$ cat src/design/rrc_pkg.sv
/*
 * Constants and carrier types for the receive recombiner configuration bank.
 * Assumes a 16-bit register port with word addresses and one core clock.
 */
package rrc_pkg;
    // Register word addresses and counts.
    localparam int ADDR_W = 10;
    localparam logic [ADDR_W-1:0] OFS_LINK_PAIR = 10'h201;
    localparam int NUM_LINK_PAIR = 8;
    localparam logic [ADDR_W-1:0] OFS_REF_CTL = 10'h209;
    localparam int NUM_GROUP = 8;
    localparam logic [ADDR_W-1:0] OFS_INTEG = 10'h219;
    localparam int NUM_INTEG = 4;
    localparam logic [ADDR_W-1:0] OFS_XRAM_CTL = 10'h280;
    localparam logic [ADDR_W-1:0] OFS_DELAY_MASK = 10'h283;
    localparam logic [ADDR_W-1:0] OFS_XRAM_DATA = 10'h284;
    localparam int NUM_LINK = 16;
    // Link pair fields.
    localparam int LP_HI_EN = 12;
    localparam int LP_HI_GRP = 8;
    localparam int LP_LO_EN = 4;
    localparam int LP_LO_GRP = 0;
    localparam int GRP_W = 3;
    // Reference link control fields.
    localparam int REF_AUTO = 4;
    localparam int REF_LINK = 0;
    localparam int REF_LINK_W = 4;
    // Integration fields and period base.
    localparam int INT_HI = 8;
    localparam int INT_LO = 0;
    localparam int INT_W = 4;
    localparam int INT_BASE_EXP = 8;
    localparam logic [3:0] INT_CODE_RSVD = 4'hf;
    localparam logic [3:0] INT_CODE_MAX = 4'he;
    localparam int INT_CNT_W = 23;
    // External RAM access control fields and reset value.
    localparam int XC_READY = 7;
    localparam int XC_TOGGLE = 6;
    localparam int XC_DIR = 5;
    localparam int XC_OP_HI = 1;
    localparam int XC_OP_LO = 0;
    localparam logic [15:0] XC_RESET = 16'h0080;
    localparam int XDATA_W = 8;
    // Read turnaround of the external RAM: access cycle plus the pin synchroniser.
    localparam int XRAM_RD_WAIT = 3;

    // One register port request.
    typedef struct packed {
        logic [ADDR_W-1:0] addr;
        logic [15:0] wdata;
        logic wr;
        logic rd;
    } rrc_bus_req_t;

    // External RAM strobe group.
    typedef struct packed {
        logic ce_n;
        logic we_n;
        logic data_oe_n;
    } rrc_xram_ctl_t;

    typedef enum logic [2:0] {
        XS_IDLE,
        XS_INIT,
        XS_WRITE,
        XS_READ,
        XS_DONE
    } rrc_xstate_t;
endpackage

$ cat src/design/rrc_config.sv
/*
 * Receive recombiner configuration bank: link to group mapping, link enables with
 * delayed recombination, reference link choice, timing recovery integration periods
 * and the external receive RAM access controller.
 * Assumes a register master on clk_sys, link cell flags from clk_sys logic and an
 * asynchronous external RAM whose read data pins are synchronised here.
 */
// How it works
// RULE1 - Each link pair register serves link N and link N+8; eight registers.
// RULE2 - Bits 10:8 pick the group of upper link N+8.
// RULE3 - Bits 2:0 pick the group of lower link N.
// RULE4 - Bit 4 enables lower link in recombiner, with delayed-recombination setting.
// RULE5 - Bit 12 enables upper link the same way.
// RULE6 - Reference control bit 4 set selects reference link automatically.
// RULE7 - With bit 4 clear, bits 3:0 name the group reference link.
// RULE8 - Reference control bits 8:5 are read-only reserved.
// RULE9 - Integration register holds group n in 3:0, group n+4 in 11:8.
// RULE10 - Integration period is two to the eight plus code clock cycles.
// RULE11 - Software avoids code 1111; prefers 1100 for E1, 1011 for T1.
// RULE12 - Writing access control clears ready; completion sets it again.
// RULE13 - Toggle bit inverts on every rising edge of ready.
// RULE14 - Direction bit 5: zero registers to RAM, one RAM to registers.
// RULE15 - Operation bit 1 set means no external RAM action.
// RULE16 - Operation bits both zero initialise the external RAM.
// RULE17 - Operation 01 does one RAM read or write per direction bit.
// RULE18 - Access control resets with ready set, other bits zero.
// RULE19 - Data register holds transfer byte; software sets address first.
// RULE20 - Delayed link joins recombiner only after first user cell.
// RULE21 - Software waits for ready before starting another RAM operation.
// RULE22 - Unused bits read zero and ignore writes.
`timescale 1ns/1ns
module rrc_config
#(
    parameter int XRAM_AW = 12,
    parameter int XRAM_DEPTH = 4096
)
(
    input wire logic clk_sys,
    input wire logic rst,
    input wire logic ce,
    input rrc_pkg::rrc_bus_req_t bus_req,
    output logic [15:0] bus_rdata,
    input wire logic [rrc_pkg::NUM_LINK-1:0] user_cell_seen,
    output logic [rrc_pkg::NUM_LINK-1:0] link_in_recomb,
    output logic [rrc_pkg::NUM_LINK*rrc_pkg::GRP_W-1:0] link_group,
    output logic [rrc_pkg::NUM_GROUP-1:0] ref_auto,
    output logic [rrc_pkg::NUM_GROUP*rrc_pkg::REF_LINK_W-1:0] ref_link,
    output logic [rrc_pkg::NUM_GROUP-1:0] integ_tick,
    input wire logic [XRAM_AW-1:0] xram_addr_sel,
    output logic [XRAM_AW-1:0] xram_addr,
    output logic [rrc_pkg::XDATA_W-1:0] xram_data_o,
    input wire logic [rrc_pkg::XDATA_W-1:0] xram_data_i,
    output rrc_pkg::rrc_xram_ctl_t xram_ctl
);
    import rrc_pkg::*;

    ////////////////////////////////////////////////////////////////////////////
    // Address decoding.
    // True when the address falls inside a block of consecutive registers.
    function automatic logic in_range(input logic [ADDR_W-1:0] a, input logic [ADDR_W-1:0] base,
                                      input int n);
        in_range = (a >= base) && (a < base + ADDR_W'(n));
    endfunction

    logic [ADDR_W-1:0] a;
    logic hit_pair, hit_ref, hit_integ, hit_xctl, hit_dmask, hit_xdata;
    logic [2:0] idx_pair;
    logic [2:0] idx_ref;
    logic [1:0] idx_integ;

    // Decode of the current request address into register hits and indices.
    assign a = bus_req.addr;
    // RULE1 eight pair registers
    assign hit_pair = in_range(a, OFS_LINK_PAIR, NUM_LINK_PAIR);
    assign hit_ref = in_range(a, OFS_REF_CTL, NUM_GROUP);
    assign hit_integ = in_range(a, OFS_INTEG, NUM_INTEG);
    assign hit_xctl = (a == OFS_XRAM_CTL);
    assign hit_dmask = (a == OFS_DELAY_MASK);
    assign hit_xdata = (a == OFS_XRAM_DATA);
    assign idx_pair = 3'(a - OFS_LINK_PAIR);
    assign idx_ref = 3'(a - OFS_REF_CTL);
    assign idx_integ = 2'(a - OFS_INTEG);

    ////////////////////////////////////////////////////////////////////////////
    // Configuration registers.

    logic [15:0] pair_reg [NUM_LINK_PAIR];
    logic [4:0] ref_reg [NUM_GROUP];
    logic [15:0] integ_reg [NUM_INTEG];
    logic [NUM_LINK-1:0] dmask_reg;
    logic [15:0] pair_wmask;
    logic [15:0] integ_wmask;

    // Only documented fields take write data; the rest stay zero.
    // RULE22 unused bits ignored
    assign pair_wmask = 16'h1717;
    assign integ_wmask = 16'h0f0f;

    // Storage for link pairs, reference control, integration and delay mask.
    always_ff @(posedge clk_sys)
    begin
        if (rst)
        begin
            pair_reg <= '{default: 16'h0000};
            ref_reg <= '{default: 5'h00};
            integ_reg <= '{default: 16'h0000};
            dmask_reg <= 16'h0000;
        end
        else if (ce && bus_req.wr)
        begin
            if (hit_pair)
                pair_reg[idx_pair] <= bus_req.wdata & pair_wmask;
            else if (hit_ref)
                ref_reg[idx_ref] <= bus_req.wdata[4:0];
            else if (hit_integ)
                integ_reg[idx_integ] <= bus_req.wdata & integ_wmask;
            else if (hit_dmask)
                dmask_reg <= bus_req.wdata;
        end
    end

    ////////////////////////////////////////////////////////////////////////////
    // Per-link and per-group outputs.

    logic [NUM_LINK-1:0] link_en;
    logic [NUM_LINK-1:0] seen_reg;
    logic [3:0] integ_code [NUM_GROUP];
    logic [INT_CNT_W-1:0] integ_cnt [NUM_GROUP];

    genvar gi;
    generate
        for (gi = 0; gi < NUM_LINK_PAIR; gi++)
        begin : g_pair
            // RULE3 lower link group
            assign link_group[gi*GRP_W +: GRP_W] = pair_reg[gi][LP_LO_GRP +: GRP_W];
            // RULE2 upper link group
            assign link_group[(gi+8)*GRP_W +: GRP_W] = pair_reg[gi][LP_HI_GRP +: GRP_W];
            // RULE4 lower link enable
            assign link_en[gi] = pair_reg[gi][LP_LO_EN];
            // RULE5 upper link enable
            assign link_en[gi+8] = pair_reg[gi][LP_HI_EN];
        end
        for (gi = 0; gi < NUM_GROUP; gi++)
        begin : g_group
            // RULE6 automatic reference select
            assign ref_auto[gi] = ref_reg[gi][REF_AUTO];
            // RULE7 fixed reference link
            assign ref_link[gi*REF_LINK_W +: REF_LINK_W] = ref_reg[gi][REF_LINK +: REF_LINK_W];
            // RULE9 group n low nibble, n+4 high nibble
            assign integ_code[gi] = (gi < NUM_INTEG) ? integ_reg[gi % NUM_INTEG][INT_LO +: INT_W]
                                                    : integ_reg[gi % NUM_INTEG][INT_HI +: INT_W];
            // RULE10 period counter
            // The reserved code is clamped to the longest period so the counter never wraps.
            always_ff @(posedge clk_sys)
            begin
                if (rst)
                begin
                    integ_cnt[gi] <= '0;
                    integ_tick[gi] <= 1'b0;
                end
                else if (ce)
                begin
                    integ_tick[gi] <= (integ_cnt[gi] == INT_CNT_W'(0));
                    if (integ_cnt[gi] == INT_CNT_W'(0))
                        integ_cnt[gi] <= INT_CNT_W'((1 << (INT_BASE_EXP +
                            ((integ_code[gi] == INT_CODE_RSVD) ? INT_CODE_MAX : integ_code[gi])))
                            - 1);
                    else
                        integ_cnt[gi] <= integ_cnt[gi] - INT_CNT_W'(1);
                end
            end
        end
    endgenerate

    // Remember the first user cell of each enabled link; a disable forgets it.
    // RULE20 wait for first cell
    always_ff @(posedge clk_sys)
    begin
        if (rst)
        begin
            seen_reg <= 16'h0000;
            link_in_recomb <= 16'h0000;
        end
        else if (ce)
        begin
            seen_reg <= link_en & (seen_reg | user_cell_seen);
            link_in_recomb <= link_en & (~dmask_reg | seen_reg | user_cell_seen);
        end
    end

    ////////////////////////////////////////////////////////////////////////////
    // External RAM access controller.

    rrc_xstate_t xstate_reg;
    logic ready_reg;
    logic toggle_reg;
    logic dir_reg;
    logic [1:0] op_reg;
    logic [XDATA_W-1:0] xdata_reg;
    logic [XRAM_AW-1:0] init_addr_reg;
    logic [1:0] wait_reg;
    logic [XDATA_W-1:0] din_s1_reg;
    logic [XDATA_W-1:0] din_s2_reg;
    logic ctl_wr;
    logic ready_next;

    assign ctl_wr = ce && bus_req.wr && hit_xctl;
    // RULE12 ready low while busy
    // Completion beats a same-cycle write, which is ignored, so ready cannot stick low.
    assign ready_next = (xstate_reg == XS_DONE) ? 1'b1 : (ctl_wr ? 1'b0 : ready_reg);
    // Read data pins pass two flip-flops before use.
    always_ff @(posedge clk_sys)
    begin
        if (ce)
        begin
            din_s1_reg <= xram_data_i;
            din_s2_reg <= din_s1_reg;
        end
    end

    // Transfer sequencer, control fields, ready, toggle and data byte.
    always_ff @(posedge clk_sys)
    begin
        if (rst)
        begin
            // RULE18 reset value
            xstate_reg <= XS_IDLE;
            ready_reg <= XC_RESET[XC_READY];
            toggle_reg <= XC_RESET[XC_TOGGLE];
            dir_reg <= 1'b0;
            op_reg <= 2'b00;
            xdata_reg <= 8'h00;
            init_addr_reg <= '0;
            wait_reg <= 2'h0;
        end
        else if (ce)
        begin
            ready_reg <= ready_next;
            // RULE13 toggle on ready rise
            if (ready_next && !ready_reg)
                toggle_reg <= ~toggle_reg;
            if (bus_req.wr && hit_xdata)
                xdata_reg <= bus_req.wdata[XDATA_W-1:0];
            case (xstate_reg)
                XS_IDLE:
                begin
                    if (ctl_wr)
                    begin
                        dir_reg <= bus_req.wdata[XC_DIR];
                        op_reg <= bus_req.wdata[XC_OP_HI:XC_OP_LO];
                        init_addr_reg <= '0;
                        wait_reg <= 2'(XRAM_RD_WAIT - 1);
                        // RULE15 no access
                        if (bus_req.wdata[XC_OP_HI])
                            xstate_reg <= XS_DONE;
                        // RULE16 initialise
                        else if (!bus_req.wdata[XC_OP_LO])
                            xstate_reg <= XS_INIT;
                        // RULE14 direction choice
                        else if (bus_req.wdata[XC_DIR])
                            xstate_reg <= XS_READ;
                        else
                            xstate_reg <= XS_WRITE;
                    end
                end
                XS_INIT:
                begin
                    init_addr_reg <= init_addr_reg + XRAM_AW'(1);
                    if (init_addr_reg == XRAM_AW'(XRAM_DEPTH - 1))
                        xstate_reg <= XS_DONE;
                end
                XS_WRITE:
                    xstate_reg <= XS_DONE;
                XS_READ:
                begin
                    // RULE17 single read
                    wait_reg <= wait_reg - 2'h1;
                    if (wait_reg == 2'h0)
                    begin
                        // RULE19 byte from RAM
                        xdata_reg <= din_s2_reg;
                        xstate_reg <= XS_DONE;
                    end
                end
                default:
                    xstate_reg <= XS_IDLE;
            endcase
        end
    end

    // RAM pins: address, data and active-low strobes follow the state.
    // RULE19 software address used
    assign xram_addr = (xstate_reg == XS_INIT) ? init_addr_reg : xram_addr_sel;
    assign xram_data_o = (xstate_reg == XS_INIT) ? 8'h00 : xdata_reg;
    assign xram_ctl.ce_n = !(xstate_reg == XS_INIT || xstate_reg == XS_WRITE ||
                             xstate_reg == XS_READ);
    assign xram_ctl.we_n = !(xstate_reg == XS_INIT || xstate_reg == XS_WRITE);
    assign xram_ctl.data_oe_n = xram_ctl.we_n;

    ////////////////////////////////////////////////////////////////////////////
    // Read port.
    logic [15:0] rd_next;

    // Read selection; unmapped and unused bits answer zero.
    // RULE8 reserved bits read zero
    assign rd_next = hit_pair ? pair_reg[idx_pair] :
        hit_ref ? {11'h000, ref_reg[idx_ref]} :
        hit_integ ? integ_reg[idx_integ] :
        hit_xctl ? {8'h00, ready_reg, toggle_reg, dir_reg, 3'h0, op_reg} :
        hit_dmask ? dmask_reg :
        hit_xdata ? {8'h00, xdata_reg} : 16'h0000;

    // Read data registered one cycle after the strobe.
    always_ff @(posedge clk_sys)
    begin
        if (rst)
            bus_rdata <= 16'h0000;
        else if (ce)
            bus_rdata <= bus_req.rd ? rd_next : 16'h0000;
    end
endmodule // rrc_config

$ cat config.mk
export PLATFORM = sky130hd
export DESIGN_NAME = rrc_config
export DESIGN_NICKNAME = d
export VERILOG_FILES = /design/src/design/rrc_pkg.sv /design/src/design/rrc_config.sv
export SDC_FILE = /design/constraint.sdc
export NUM_CORES = 1
export LEC_CHECK = 0
export ABC_AREA = 0
export BUFFER_PORTS_ARGS = -buffer_cell sky130_fd_sc_hd__buf_2
export CORE_MARGIN = 3
export CORE_UTILIZATION = 65
export CTS_BUF_LIST = sky130_fd_sc_hd__clkbuf_4 sky130_fd_sc_hd__clkbuf_8 sky130_fd_sc_hd__clkbuf_16
export DETAILED_ROUTE_END_ITERATION = 7
export GPL_TIMING_DRIVEN = 0
export PLACE_DENSITY = 0.86
export RECOVER_POWER = 100
export SETUP_SLACK_MARGIN = 0.15
export SYNTH_ARGS = -nofsm -noshare
export SYNTH_HDL_FRONTEND = slang
export SYNTH_SLANG_ARGS = --single-unit
$ cat constraint.sdc
create_clock -name clk_sys -period 10.8 [get_ports clk_sys]
set_input_delay 1.08 -clock clk_sys [delete_from_list [all_inputs] [get_ports clk_sys]]
set_output_delay 1.08 -clock clk_sys [all_outputs]
set_load 0.03 [all_outputs]
==> results.cfg, run 1 <==
[synthesis]
async_reset_ff_share_pct = 0
synth_top_area_cell = edfxtp_1
yosys.cell_types.count = 81
syn_inst = 2331
ys_top_cells_by_count = nor2_1 (300), dfxtp_1 (238), edfxtp_1 (200), mux2i_1 (175), a21oi_1 (152)
synthTopCellsByArea = edfxtp_1 (26%), dfxtp_1 (21%), mux2i_1 (7.6%)
synth_top_flop_cell = dfxtp_1
syn_area_um2 = 22900
yosysTopAreaCellShare_pct = 26.2
synth_seq_cells = 438
ys_warn_count = 0
syn_nets = 2421
ys_seq_area_share_pct = 46.9
synth.most_common_cell = nor2_1
syn_area_per_cell_um2 = 9.84
synth-edff-count = 200

[detailed_routing]
num_vias = 20800
routedWlPerCell_um = 23.1
route.detailed.drc = 0
wirelength_um = 71400
dr.pass1.iters = 8
via_per_inst = 6.73
dr.first_iter.drc_count = 2971
drtAntennaViolNets = 0

[worst_setup_path]
required_ns = 11.24
crit_type = input pin to flip-flop
end_kind = flip-flop
critical_path_arrival_ns = 6.31
critPathMaxFanout = 12
critPathLaunchType = input pin

[sta]
slew_viol_final = 36
setup_tns_ns = 0
tightest_slew_ns = 2.65
slew-limit-headroom_pct = -81.5
hold_slack_ns = 0.420
setup_viol = 0
max_freq_ghz = 0.170
hold_viol = 0
period_share_pct = 54.3
setup_slack_ns = 4.93
min_period_ns = 5.87
rsz0062_at_grt = false
final.setup_skew_ns = 0.0178

[clocking]
hold_buffers = 0
cts_tree = built
htreeDepth = 2
clkLatencyLatePin_ns = 0.59
post_cts_resized = 0
cts_max_path_buffers = 3
cts_root_buf = clkbuf_16
cts_sinks = 438
cts_setup_buffers = 0
cts_buffers = 46
clkSlewWorstSetupHoldPaths_ns = 0.06

[power_and_ir_drop]
power.total_mw = 3.96
powerDensity_nw_per_um2 = 153
leakage_nw = 9.64
max-vdd-ir-drop_mv = 0.142

[grt]
grt_pass1_wl_um = 110000
globalRoute.totalOverflow = 0
grt_max_degree = 109
grt_use_total_pct = 36.5
antenna_found_initial = 3
grt_pass1_vias = 20000

[final_layout]
area_delta_synth_final_pct = 13.1
instances_no_fill = 3086
regMostFlops = integ_cnt
largest_reg_flops = 184
layout-drive-gt1-share_pct = 7.87
fill_cells = 2411
nets = 2682

[place]
globalplace.congestion = 0.950
hpwl_um = 50200
dp_cells = 2999
port_buffers = 212
pre_cts_slack_ns = 5.56

[run]
max-cap-violations = 6

[status]
status = finished, violations left
violations = max-capacitance violations, max-slew violations

[die]
die_area_um2 = 37600
die_w_um = 194
ioPinCount = 218
initial_utilization_pct = 66.3
core_um2 = 34600
die_y_um = 194
num_rows = 68

[worst_hold_path]
min_path_type = flip-flop to flip-flop
## kinds of logic after synthesis
kind of cell	Yosys count	share of synthesized area [%]
xor gates and xnor gates	150	5.72
adders and majority gates	23	1.25
AOI/OAI and AO/OA	451	13.6
muxes	210	10.4
buffers and inverters	233	3.96
and+or+nand+nor	826	18.2
DFF	438	46.9
## cells in the final DEF, fill, tap and decap left out, types with 51 or more instances in the layout
cell type / instances
nor3_1: 99
inv_1: 53
clkbuf_1: 313
clkbuf_16: 52
nor2_1: 300
nand3_1: 54
nand2_1: 112
edfxtp_1: 200
dfxtp_1: 238
a21oi_1: 152
xor2_1: 51
mux2i_1: 175
xnor2_1: 99
a211oi_1: 75
buf_2: 65
## through the flow
step / cell area, µm² / util (%)
floorplan: 22900 / -
global placement: 24600 / 71.0
detailed placement: 24600 / 71.1
CTS: 26200 / 75.7
global route: 25900 / 74.9
finish: 25900 / 74.9
## cell type report
| class | count | area (µm²) | area share (%) |
|---|---|---|---|
| Buffer | 178 | 701 | 2.70 |
| Timing Repair Buffer | 213 | 898 | 3.46 |
| Sequential cell | 438 | 10800 | 41.5 |
| Clock inverter | 12 | 71.3 | 0.275 |
| Tap cell | 455 | 569 | 2.19 |
| Clock buffer | 74 | 1540 | 5.94 |
| Inverter | 55 | 214 | 0.824 |
| Antenna cell | 1 | 2.50 | 0.00964 |
| Multi-Input combinational cell | 1660 | 11200 | 43.1 |
## worst max-delay path: stages
cell	delay, ns
clkbuf_1	0.26
inv_1	0.16
clkbuf_1	0.42
ha_1	0.45
xnor2_1	0.58
clkbuf_1	0.64
nand2_1	0.18
a2111oi_0	2.14
mux2i_1	0.35
nor2_1	0.06
## path summary, 6_finish.rpt
path,endpoint,slack (ns),from,depth (start not counted)
setup reg to reg,integ_cnt[1][33],7.72,integ_cnt[1][25],5
hold / removal,din_s2_reg[4],0.42,din_s1_reg[4],0
setup / recovery,ref_auto[1],4.93,bus_req[18],10
hold reg to reg,din_s2_reg[4],0.42,din_s1_reg[4],0
## routing by layer
layer  global-route usage (%)  wire [µm]  up-vias
li1                         -          -     9194
met1                     46.8      26300     9862
met2                     56.7      31500     1397
met3                     9.75       8780      328
met4                     20.4       4810        2
met5                        0         13        -
## where the power goes
part	internal, mW	switching (mW)	total [mW]
Clock	0.983	0.686	1.67
Sequential	1.81	0.0592	1.87
Combinational	0.148	0.276	0.424
Power figures use the tool's default switching activity.
==> run 2: changes to the inputs <==
--- a/config.mk
+++ b/config.mk
@@ -5,14 +5,14 @@
 export SDC_FILE = /design/constraint.sdc
 export NUM_CORES = 1
 export LEC_CHECK = 0
-export ABC_AREA = 0
+export ABC_AREA = 1
 export BUFFER_PORTS_ARGS = -buffer_cell sky130_fd_sc_hd__buf_2
 export CORE_MARGIN = 3
-export CORE_UTILIZATION = 65
+export CORE_UTILIZATION = 55
 export CTS_BUF_LIST = sky130_fd_sc_hd__clkbuf_4 sky130_fd_sc_hd__clkbuf_8 sky130_fd_sc_hd__clkbuf_16
 export DETAILED_ROUTE_END_ITERATION = 7
 export GPL_TIMING_DRIVEN = 0
-export PLACE_DENSITY = 0.86
+export PLACE_DENSITY = 0.78
 export RECOVER_POWER = 100
 export SETUP_SLACK_MARGIN = 0.15
 export SYNTH_ARGS = -nofsm -noshare
==> constraint.sdc (replaced) <==
create_clock -name clk_sys -period 5.25 [get_ports clk_sys]
set_input_delay 0.525 -clock clk_sys [delete_from_list [all_inputs] [get_ports clk_sys]]
set_output_delay 0.525 -clock clk_sys [all_outputs]
set_load 0.03 [all_outputs]
==> run 2 against run 1 <==
  * The flow now finishes without violations
  * Clock power is 120% higher
  * First-iteration DRC count is 3.1% higher
  * Sequential share of layout area is 1.9 points lower
  * Register-to-register slack worse by 4.9 ns
  * Synthesized cell count is 39% higher
  * Setup slack worse by 4.0 ns
  * Total power is 110% higher
  * Sequential power is 100% higher
  * Routed wire length is 13% higher
  * Critical path depth is 2 lower
  * Critical endpoint is now link_in_recomb[1]
  * Hold slack worse by 0.31 ns
==> results.cfg, run 2 <==
[clocking]
cts_setup_buffers = 0
cts_root_buf = clkbuf_16
htreeDepth = 2
hold_buffers = 0
cts_sinks = 438
clkSlewWorstSetupHoldPaths_ns = 0.06
clkLatencyLatePin_ns = 0.59
cts_max_path_buffers = 3
cts_tree = built
post_cts_resized = 0
cts_buffers = 48

[detailed_routing]
via_per_inst = 5.92
drtAntennaViolNets = 0
dr.first_iter.drc_count = 3063
num_vias = 24500
routedWlPerCell_um = 19.6
dr.pass1.iters = 8
wirelength_um = 80900
route.detailed.drc = 0

[synthesis]
synthTopCellsByArea = edfxtp_1 (25%), dfxtp_1 (20%), nand2_1 (11%)
ys_seq_area_share_pct = 44.8
yosysTopAreaCellShare_pct = 25.0
synth_seq_cells = 438
synth-edff-count = 200
syn_area_per_cell_um2 = 7.42
synth_top_area_cell = edfxtp_1
ys_top_cells_by_count = nand2_1 (697), nor2_1 (477), inv_1 (306), o21ai_0 (296), dfxtp_1 (238)
synth_top_flop_cell = dfxtp_1
syn_nets = 3330
synth_top_family_by_area = simple AND/OR/NAND/NOR gates
synth-compound-area-share_pct = 15.0
syn_area_um2 = 24100
synthXorXnorAreaFrac_pct = 3.13
syn_inst = 3240
synth.most_common_cell = nand2_1
synth-simple-area-share_pct = 28.5
synthAdderAreaFrac_pct = 1.20
yosys.cell_types.count = 55
async_reset_ff_share_pct = 0
ys_warn_count = 0
synthMuxAreaShare_pct = 0

[sta]
setup_viol = 0
slew-limit-headroom_pct = 14.4
period_share_pct = 82.8
setup_tns_ns = 0
min_period_ns = 4.35
max_freq_ghz = 0.230
final.setup_skew_ns = 0.0171
tightest_slew_ns = 1.27
slew_viol_final = 0
setup_slack_ns = 0.902
hold_viol = 0
hold_slack_ns = 0.108
rsz0062_at_grt = false

[worst_setup_path]
r2r_setup_slack_ns = 2.81
critical_path_arrival_ns = 4.88
end_kind = flip-flop
crit_type = input pin to flip-flop
r2r-start = integ_cnt[1][88]
critPathMaxFanout = 18
crit_slowest_cell = clkbuf_1
r2r_cells = 7
crit_top_cell = clkbuf_1
critPathLaunchType = input pin
path_cells = clkbuf_1 -> inv_1 -> nor2_1 -> clkbuf_1 -> clkbuf_1 -> clkbuf_1 -> nand3_1 -> nand3_1
required_ns = 5.78
r2r_end = integ_cnt[1][87]
crit_buf_inv = 5
cpLargestDelayFamily = buffers and inverters
crit_path_max_incr_delay_ns = 0.90

[final_layout]
final_cell_mix = nand2_1 (706), nor2_1 (493), o21ai_0 (341)
layout-drive-gt1-share_pct = 6.51
fill_cells = 3877
largest_reg_flops = 184
nets = 3601
instances_no_fill = 4128
final_util_pct = 63.9
final_area_um2 = 27200
regMostFlops = integ_cnt
area_delta_synth_final_pct = 13.2
final_common_cell = nand2_1

[grt]
antenna_found_initial = 1
grt_pass1_vias = 23400
grt_use_total_pct = 33.8
grt_max_degree = 41
grt_pass1_wl_um = 126000
globalRoute.totalOverflow = 0

[place]
hpwl_um = 60200
dp_cells = 4038
pre_cts_slack_ns = 1.12
dpl-instance-area_um2 = 26000
port_buffers = 216
globalplace.congestion = 0.993

[worst_hold_path]
min_to = din_s1_reg[1]
hold_depth = 1
min-delay-start = xram_data_i[1]
min_path_type = input pin to flip-flop

[status]
status = finished clean

[power_and_ir_drop]
power.total_mw = 8.46
powerDensity_nw_per_um2 = 311
max-vdd-ir-drop_mv = 0.292
leakage_nw = 11.1

[die]
die_area_um2 = 46300
initial_utilization_pct = 56.5
core_um2 = 42600
ioPinCount = 218
die_y_um = 215
num_rows = 75
die_w_um = 215

[run]
max-cap-violations = 0
==> run 2: cell count changes in the layout (fill, tap and decap cells not counted), moves of 45 or more <==
cell / delta
nand2_1: +594
o21ai_0: +306
inv_1: +258
nor2_1: +193
mux2i_1: -175
nand3_1: +160
a211oi_1: -75
clkbuf_1: -68
xnor2_1: -63
a21oi_1: +61
nor3_1: -47
nor4_1: -45
==> run 2: how the worst max path moves through the flow <==
stage	depth (start not counted)	start	to	slack, ns
global route	8	ce	link_in_recomb[5]	0.76
CTS	9	rst	integ_cnt[0][14]	1.74
detailed placement	9	rst	integ_cnt[0][18]	1.12
floorplan	5	rst	integ_cnt[0][0]	0.56
finish	8	ce	link_in_recomb[1]	0.90
global placement	6	rst	integ_cnt[0][2]	-1.62
==> run 2: where the power goes <==
part           internal (mW)  total, mW  switching [mW]
clock                   2.19       3.63            1.44
sequential              3.70       3.80          0.0988
combinational          0.294       1.02           0.727
==> run 2: final cells by class <==
type / instances / area, µm² / share of cell area (%)
repair buffers: 221 / 992 / 3.64
inverters: 323 / 1220 / 4.48
clock inverters: 28 / 345 / 1.27
well taps: 577 / 722 / 2.65
plain buffers: 126 / 522 / 1.92
diodes: 1 / 2.50 / 0.00919
multi-input cells: 2353 / 11300 / 41.6
clock buffers: 61 / 1340 / 4.90
flip-flops and latches: 438 / 10800 / 39.6
==> run 2: worst register-to-register path, stage by stage (launching register included) <==
cell and delay, ns:
edfxtp_1 0.46, nor3_1 0.47, nand3_1 0.17, nor3_2 0.27
nand2_1 0.30, inv_1 0.24, nand2_1 0.15, o21ai_0 0.22
==> run 2: cell families (layout without fill, tap and decap cells) <==
| group | after synthesis | after routing |
|---|---|---|
| buf+inv | 449 | 759 |
| other cells | 0 | 1 |
| fa+ha+maj | 23 | 23 |
| compound gates | 672 | 672 |
| simple gates | 1572 | 1572 |
| flops | 438 | 438 |
| xor+xnor | 86 | 86 |
==> run 2: per-layer routing <==
| metal | track usage (%) | up-vias | wire, µm |
|---|---|---|---|
| met1 | 43.9 | 11400 | 32000 |
| met5 | 0 | - | 0 |
| met2 | 53.5 | 1425 | 36100 |
| met3 | 5.90 | 304 | 7940 |
| met4 | 19.3 | 0 | 4810 |
| li1 | - | 11400 | - |
